[config.mk]
export PLATFORM = sky130hd
export DESIGN_NAME = lom_regs
export DESIGN_NICKNAME = d
export VERILOG_FILES = /design/src/lom_pkg.sv /design/src/lom_regs.sv
export SDC_FILE = /design/constraint.sdc
export NUM_CORES = 1
export LEC_CHECK = 0
export ABC_CLOCK_PERIOD_IN_PS = 3850
export BUFFER_PORTS_ARGS = -buffer_cell sky130_fd_sc_hd__buf_2
export CAP_MARGIN = 0
export CORE_UTILIZATION = 50
export DETAILED_ROUTE_END_ITERATION = 10
export PLACE_DENSITY = 0.77
export SYNTH_ARGS = -nofsm -noshare
export SYNTH_HDL_FRONTEND = slang
export SYNTH_SLANG_ARGS = --single-unit
export TNS_END_PERCENT = 50
[constraint.sdc]
create_clock -name CLK -period 3.85 [get_ports CLK]
set_input_delay 0.77 -clock CLK [delete_from_list [all_inputs] [get_ports CLK]]
set_output_delay 0.77 -clock CLK [all_outputs]
set_load 0.02 [all_outputs]
[src/lom_pkg.sv]
// Constants and types shared by the line output mixer register bank
`default_nettype none
package lom_pkg;
    // Register bus geometry
    localparam int unsigned ADDR_W = 7;
    localparam int unsigned DATA_W = 8;
    localparam int unsigned VOL_W  = 7;
    localparam int unsigned LVL_W  = 4;
    localparam int unsigned NPATH  = 12;

    // Register addresses, page 0
    localparam logic [6:0] LINE2_LEFT_TO_LEFT_OUT  = 7'h50;
    localparam logic [6:0] GAIN_LEFT_TO_LEFT_OUT   = 7'h51;
    localparam logic [6:0] CONV_LEFT_TO_LEFT_OUT   = 7'h52;
    localparam logic [6:0] LINE2_RIGHT_TO_LEFT_OUT = 7'h53;
    localparam logic [6:0] GAIN_RIGHT_TO_LEFT_OUT  = 7'h54;
    localparam logic [6:0] CONV_RIGHT_TO_LEFT_OUT  = 7'h55;
    localparam logic [6:0] LEFT_OUT_LEVEL          = 7'h56;
    localparam logic [6:0] LINE2_LEFT_TO_RIGHT_OUT = 7'h57;
    localparam logic [6:0] GAIN_LEFT_TO_RIGHT_OUT  = 7'h58;
    localparam logic [6:0] CONV_LEFT_TO_RIGHT_OUT  = 7'h59;
    localparam logic [6:0] LINE2_RIGHT_TO_RIGHT_OUT = 7'h5A;
    localparam logic [6:0] GAIN_RIGHT_TO_RIGHT_OUT = 7'h5B;
    localparam logic [6:0] CONV_RIGHT_TO_RIGHT_OUT = 7'h5C;

    // Routing register fields
    localparam int unsigned ROUTE_EN_BIT = 7;
    localparam int unsigned VOL_MSB      = 6;

    // Level register fields
    localparam int unsigned LVL_MSB      = 7;
    localparam int unsigned LVL_LSB      = 4;
    localparam int unsigned UNMUTE_BIT   = 3;
    localparam int unsigned RSVD_BIT     = 2;
    localparam int unsigned PEND_BIT     = 1;
    localparam int unsigned PWR_BIT      = 0;

    // Index offset of right output paths in the path array
    localparam logic [3:0] RIGHT_BASE_IDX = 4'h6;

    // One source-to-output path setting
    typedef struct packed {
        logic             en;
        logic [VOL_W-1:0] vol;
    } lom_path_s;

    // Whole state of the register bank
    typedef struct packed {
        lom_path_s [NPATH-1:0] path;
        logic [LVL_W-1:0]      level;
        logic                  unmute;
        logic [1:0]            pend_sync;
        logic [1:0]            pwr_sync;
        logic [DATA_W-1:0]     rdata;
        logic                  rvalid;
    } lom_state_s;

    // Reset image: all paths off, muted, gain pending, driver down
    localparam lom_state_s STATE_RST = '{
        path:      '0,
        level:     4'h0,
        unmute:    1'b0,
        pend_sync: 2'h3,
        pwr_sync:  2'h0,
        rdata:     8'h00,
        rvalid:    1'b0
    };
endpackage : lom_pkg
`default_nettype wire

[src/lom_regs.sv]
// Line output mixer control register bank
//
// How it works
// - Bit 7 of each routing register connects its source; resets disconnected.
// - Bits 6..0 of each routing register hold a volume code, reset zero.
// - Addresses 80..85 route six sources to the left line output.
// - Addresses 87..89 route left-side sources to the right line output.
// - Level register bits 7..4 set output level 0..9 dB, reset 0000.
// - Level register bit 3 unmutes the left output; resets muted.
// - Level bit 2 is reserved, reads zero, software leaves it alone.
// - Level bit 1 reads one while gains are pending; resets to one.
// - Level bit 0 reads one when the left driver is powered.
// - Addresses 90..92 route right-side sources to the right output.
//
// Register map, page 0, one byte per address
//   0x50..0x55  sources to the left line output pair, slots 0..5
//   0x56        left output level, mute and live status
//   0x57..0x5C  sources to the right line output pair, slots 6..11
//   other       reads return zero, writes are dropped
//
// Path slots and the source that each one carries
//   0   second line input left    to the left output pair
//   1   left input gain stage     to the left output pair
//   2   left converter path       to the left output pair
//   3   second line input right   to the left output pair
//   4   right input gain stage    to the left output pair
//   5   right converter path      to the left output pair
//   6   second line input left    to the right output pair
//   7   left input gain stage     to the right output pair
//   8   left converter path       to the right output pair
//   9   second line input right   to the right output pair
//   10  right input gain stage    to the right output pair
//   11  right converter path      to the right output pair
//
// Routing byte: [7] source connected, [6:0] volume code
// Level byte:   [7:4] level code, [3] unmute, [2] reserved,
//               [1] gain pending, [0] driver powered
//
// Register port: a strobe is taken at a rising clock edge. A write
// lands at that edge; a read answers one cycle later with a one-cycle
// valid pulse, and the read data holds until the next read. Strobes
// may come back to back. A read and a write to one address in the
// same cycle return the old value, as the read image comes from the
// current state, not the next one.
//
// The status inputs are not timed to this clock, so each passes two
// flops before anything reads it. A read therefore shows a status
// change two edges after it happens; the pending bit starts high so
// that software never sees a false settled state out of reset.
//
// Limitations: reserved level codes are stored and driven as written,
// so keeping them out is up to software. Page selection lives outside
// this bank, which only decodes page 0 addresses.
`default_nettype none
module lom_regs
(
    // Clock and reset
    input  wire logic                     CLK,
    input  wire logic                     RST,
    // Register port
    input  wire logic [lom_pkg::ADDR_W-1:0] REG_ADDR,
    input  wire logic                     REG_WR,
    input  wire logic [lom_pkg::DATA_W-1:0] REG_WDATA,
    input  wire logic                     REG_RD,
    output logic      [lom_pkg::DATA_W-1:0] REG_RDATA,
    output logic                          REG_RVALID,
    // Analog status, asynchronous
    input  wire logic                     GAIN_PENDING,
    input  wire logic                     DRIVER_POWERED,
    // Analog controls
    output lom_pkg::lom_path_s [lom_pkg::NPATH-1:0] PATH,
    output logic      [lom_pkg::LVL_W-1:0]  OUT_LEVEL,
    output logic                          OUT_UNMUTE
);

    lom_pkg::lom_state_s st_r;
    lom_pkg::lom_state_s st_nxt;

    // True when the address selects one of the twelve routing registers;
    // the level register in the middle of the range is not one of them
    function automatic logic is_route(input logic [6:0] a);
        logic hit;
        hit = 1'b0;
        case (a)
            lom_pkg::LINE2_LEFT_TO_LEFT_OUT,
            lom_pkg::GAIN_LEFT_TO_LEFT_OUT,
            lom_pkg::CONV_LEFT_TO_LEFT_OUT,
            lom_pkg::LINE2_RIGHT_TO_LEFT_OUT,
            lom_pkg::GAIN_RIGHT_TO_LEFT_OUT,
            lom_pkg::CONV_RIGHT_TO_LEFT_OUT:
                hit = 1'b1;
            lom_pkg::LINE2_LEFT_TO_RIGHT_OUT,
            lom_pkg::GAIN_LEFT_TO_RIGHT_OUT,
            lom_pkg::CONV_LEFT_TO_RIGHT_OUT:
                hit = 1'b1;
            lom_pkg::LINE2_RIGHT_TO_RIGHT_OUT,
            lom_pkg::GAIN_RIGHT_TO_RIGHT_OUT,
            lom_pkg::CONV_RIGHT_TO_RIGHT_OUT:
                hit = 1'b1;
            default:
                hit = 1'b0;
        endcase
        is_route = hit;
    endfunction : is_route

    // Slot of a routing register in the path array; the level register
    // sits between the outputs, so slots are listed rather than computed
    function automatic logic [3:0] route_idx(input logic [6:0] a);
        logic [3:0] idx;
        idx = 4'h0;
        case (a)
            lom_pkg::LINE2_LEFT_TO_LEFT_OUT:
                idx = 4'h0;
            lom_pkg::GAIN_LEFT_TO_LEFT_OUT:
                idx = 4'h1;
            lom_pkg::CONV_LEFT_TO_LEFT_OUT:
                idx = 4'h2;
            lom_pkg::LINE2_RIGHT_TO_LEFT_OUT:
                idx = 4'h3;
            lom_pkg::GAIN_RIGHT_TO_LEFT_OUT:
                idx = 4'h4;
            lom_pkg::CONV_RIGHT_TO_LEFT_OUT:
                idx = 4'h5;
            lom_pkg::LINE2_LEFT_TO_RIGHT_OUT:
                idx = lom_pkg::RIGHT_BASE_IDX;
            lom_pkg::GAIN_LEFT_TO_RIGHT_OUT:
                idx = lom_pkg::RIGHT_BASE_IDX + 4'h1;
            lom_pkg::CONV_LEFT_TO_RIGHT_OUT:
                idx = lom_pkg::RIGHT_BASE_IDX + 4'h2;
            lom_pkg::LINE2_RIGHT_TO_RIGHT_OUT:
                idx = lom_pkg::RIGHT_BASE_IDX + 4'h3;
            lom_pkg::GAIN_RIGHT_TO_RIGHT_OUT:
                idx = lom_pkg::RIGHT_BASE_IDX + 4'h4;
            lom_pkg::CONV_RIGHT_TO_RIGHT_OUT:
                idx = lom_pkg::RIGHT_BASE_IDX + 4'h5;
            default:
                idx = 4'h0;
        endcase
        route_idx = idx;
    endfunction : route_idx

    // Read image of the level register: stored level and mute on top,
    // reserved bit forced low, live status from the second sync stage
    function automatic logic [7:0] level_image(input lom_pkg::lom_state_s s);
        logic [7:0] img;
        img = 8'h00;
        img[lom_pkg::LVL_MSB:lom_pkg::LVL_LSB] = s.level;
        img[lom_pkg::UNMUTE_BIT] = s.unmute;
        img[lom_pkg::RSVD_BIT]   = 1'b0;
        img[lom_pkg::PEND_BIT]   = s.pend_sync[1];
        img[lom_pkg::PWR_BIT]    = s.pwr_sync[1];
        level_image = img;
    endfunction : level_image

    // Next state: status sync, register writes, read capture
    always_comb
    begin
        logic [7:0] lvl_rd;
        lvl_rd = 8'h00;
        st_nxt = st_r;
        // Two stages: status comes from the analog side, off this clock
        st_nxt.pend_sync = {st_r.pend_sync[0], GAIN_PENDING};
        st_nxt.pwr_sync  = {st_r.pwr_sync[0], DRIVER_POWERED};
        st_nxt.rvalid    = 1'b0;

        // Writes; only the level and mute fields of 0x56 are stored
        if (REG_WR)
        begin
            if (is_route(REG_ADDR))
            begin
                st_nxt.path[route_idx(REG_ADDR)] = REG_WDATA;
            end
            else if (REG_ADDR == lom_pkg::LEFT_OUT_LEVEL)
            begin
                // Reserved codes are stored as written, not clamped
                st_nxt.level  = REG_WDATA[lom_pkg::LVL_MSB:
                                          lom_pkg::LVL_LSB];
                st_nxt.unmute = REG_WDATA[lom_pkg::UNMUTE_BIT];
                // Bits 2..0 dropped: status is not writable
            end
        end

        // Level register read image, taken from the current state so a
        // write in the same cycle is not seen until the next read
        lvl_rd = level_image(st_r);

        // Reads answer one cycle later; unmapped addresses read zero so
        // that software probing the map never sees a stale byte
        if (REG_RD)
        begin
            st_nxt.rvalid = 1'b1;
            if (is_route(REG_ADDR))
            begin
                st_nxt.rdata = st_r.path[route_idx(REG_ADDR)];
            end
            else if (REG_ADDR == lom_pkg::LEFT_OUT_LEVEL)
            begin
                st_nxt.rdata = lvl_rd;
            end
            else
            begin
                st_nxt.rdata = 8'h00;
            end
        end
    end

    // State register; reset loads only the constant reset image, so
    // every path starts disconnected, the output muted and the status
    // stages at their power-on values
    always_ff @(posedge CLK or posedge RST)
    begin
        if (RST)
            st_r <= lom_pkg::STATE_RST;
        else
            st_r <= st_nxt;
    end

    // Outputs straight from the state flops
    assign REG_RDATA  = st_r.rdata;
    assign REG_RVALID = st_r.rvalid;
    assign PATH       = st_r.path;
    assign OUT_LEVEL  = st_r.level;
    assign OUT_UNMUTE = st_r.unmute;

endmodule : lom_regs
`default_nettype wire

==> out/results.tsv <==
metric	value	unit
status	completed	
final setup margin	1.17	ns
final setup TNS	0	ns
Remaining Overflow, GRT	0	
worst slack, placed	0.759	ns
crit end category	flip-flop	
Core ar.	12200	µm²
reg2reg path depth	5	
Area growth syn-to-layout	8.17	%
clock-pin slew on the worst setup and hold paths	0.06	ns
largest net degree at the start of global routing	58	
mapped cell area	6380	µm²
Worst-Skew Late Latency	0.42	ns
sequential area share after synthesis	0.447	
Max Cap Viol	0	
Antenna Diode Count	0	
adder-cell area share of the yosys netlist	0	
critical path launch point type	primary input	
Pleak	3.41	nW
fraction of the mapped netlist area in compound gates	0.138	
asr flop ratio synth	1.00	
nets	593	
Rel. slew slack	0.368	
placer congestion estimate	0.937	
post-synthesis net count	578	
area of the multi-input gates	2500	µm²
final setup fails	0	
TritonCTS Buffers	17	
vias in the first global route	4633	
CP cell instances	buf_2, nor2b_1, o31ai_2, buf_4, a22oi_1, a211o_1, a31oi_1	
worst setup path end	REG_RDATA[7]$_DFFE_PP0P_	
Crit-path slowest cell	o31ai_2	
unrepaired setup endpoints after global routing	no	
FILL cells	1065	
antenna violations before repair	0	
Total GRT Usage	0.272	
Max H-tree Level	4	
R2R Path Start	PATH[79]$_DFFE_PP0P_	
residual DRC count	0	
post-synthesis simple-gate area fraction	0.0751	
global-route wire length before repair	26200	µm
CTS tree	yes	
final hold vios	0	
crit path kind	primary input to flip-flop	
post-synth cell types	66	
Max FO, Critical Path	20	
main combinational cell family by area after synthesis	multiplexers	
row cnt	40	
register area	2860	µm²
Hold Buf Count CTS	0	
Worst Skew	0.00489	ns
CTS Sinks	114	
Worst VDD drop	0.332	mV
Seq cells post-synth	114	
Warnings, synthesis	0	
Iteration-0 DRC Markers	350	
clock buffer depth	2	
most frequent cells in the layout	buf_2 (130), dfrtp_1 (112), mux2_2 (85)	
worst hold-check path type	flip-flop to flip-flop	
pins over their slew limit	0	
post-synthesis mux area share	0.177	
Largest stage delay, worst path	0.80	ns
1st-pass router iterations	6	
reg-to-reg critical path endpoint	REG_RDATA[7]$_DFFE_PP0P_	
width of the chip	115	µm
die area	13200	µm²
DP HPWL	12100	µm
CP startpoint	REG_ADDR[2]	
CP Data Required Time	4.19	ns
ys flop type	dfrtp_1	
Min Clock Period, post-route	2.68	ns
XOR/XNOR Fraction of Synth Area	0.00137	
Post-synth EDFFs	0	
synthesized instance count	557	
Top-Level Pins	131	
Starting Density	0.523	
vias per cell	6.01	
CTS resizes	0	
average wire per standard cell	22.7	µm
Routed Antenna Nets	0	
commonest non-fill, non-tap cell in the layout	buf_2	
fmax	373	MHz
Worst Tran Pin Value	0.942	ns
via count	4522	
Post-CTS Setup Inserts	0	
Final Cycle Share	0.697	
Critical Path AT	3.02	ns
Die H	115	µm
clock root buffer	clkbuf_16	
flop2flop setup slack	2.12	ns
final WL	17100	µm
Finished Core Util	0.565	
Port Buffers	130	
layout cell share with drive strength beyond 1	0.489	
Synth Area per Inst	11.5	µm²
Power Dens Cells	497	nW/µm²
[synthesized netlist by cell type, drive strengths merged (3+ instances only)]
master	n	share of area
a211oi	4	0.0047
a21oi	10	0.0078
a221oi	5	0.0088
a222oi	8	0.013
a22o	14	0.019
a22oi	19	0.022
a31oi	5	0.0049
a32oi	4	0.0055
buf	127	0.15
clkbuf	16	0.0096
dfrtp	112	0.44
inv	9	0.0053
mux2	98	0.18
nand2	31	0.018
nand2b	4	0.0043
nand3	3	0.0031
nor2	11	0.011
nor2b	7	0.0073
nor3	3	0.0041
nor3b	3	0.0043
o21ai	17	0.013
o22ai	10	0.012
or3	3	0.0029
[logic make-up after synthesis]
| group | Yosys count |
|---|---|
| buffers and inverters | 152 |
| flip-flops | 114 |
| AO/OA/AOI/OAI | 113 |
| multiplexers | 98 |
| AND/OR/NAND/NOR | 79 |
| XOR/XNOR | 1 |
[final cells by class]
cell class / instances / share of cell area
clock buffer: 18 / 0.0636
tap: 168 / 0.0304
clock inverter: 14 / 0.0210
timing repair buffer: 139 / 0.104
sequential: 114 / 0.413
multi-input combinational: 291 / 0.362
inverter: 9 / 0.00525
[worst min-delay path by stage]
| stage | slack (ns) | endpoint | from | cells past startpoint |
|---|---|---|---|---|
| 6_report | 0.36 | st_r[10]$_DFF_PP0_ | st_nxt[10]$_DFF_PP0_ | 0 |
| 3_5_place_dp | 0.34 | st_r[10]$_DFF_PP0_ | st_nxt[10]$_DFF_PP0_ | 0 |
| 5_1_grt | 0.36 | st_r[12]$_DFF_PP1_ | st_nxt[12]$_DFF_PP1_ | 0 |
| 3_3_place_gp | 0.34 | st_r[10]$_DFF_PP0_ | st_nxt[10]$_DFF_PP0_ | 0 |
| 4_1_cts | 0.36 | st_r[10]$_DFF_PP0_ | st_nxt[10]$_DFF_PP0_ | 0 |
| 2_1_floorplan | 0.33 | st_r[10]$_DFF_PP0_ | st_nxt[10]$_DFF_PP0_ | 0 |
[critical path, delay by kind of cell]
family                 cells  cell delay (ns)
AO/OA/AOI/OAI              4             1.38
buffers and inverters      2             0.63
AND/OR/NAND/NOR            1             0.24
[state kept, by name, indices dropped and copies added, names as in the netlist]
signal	flops
REG_RDATA	8
OUT_LEVEL	4
st_nxt	2
PATH	96
REG_RVALID	1
OUT_UNMUTE	1
st_r	2
[stage by stage]
stage,area [µm²],total power (W),std cells,hold slack [ns]
2_1_floorplan,6380,0.00184,557,0.331
3_3_place_gp,6320,0.00189,721,0.342
3_5_place_dp,6320,0.00190,721,0.336
4_1_cts,6910,0.00344,753,0.358
5_1_grt,6910,0.00354,753,0.363
6_report,6910,0.00343,753,0.360
[routing by layer]
metal  up-vias  share of wire  track usage
li1       1953              -            -
met1      2304           0.42        0.355
met2       217           0.47        0.420
met3        48          0.068       0.0590
met4         0          0.042        0.158
met5         -              0            0
[power by group]
part,switching [W],internal [W]
clock network,0.000619,0.000925
logic,0.000312,0.000185
registers,0.0000954,0.00129
(Power assumes the default switching activity.)
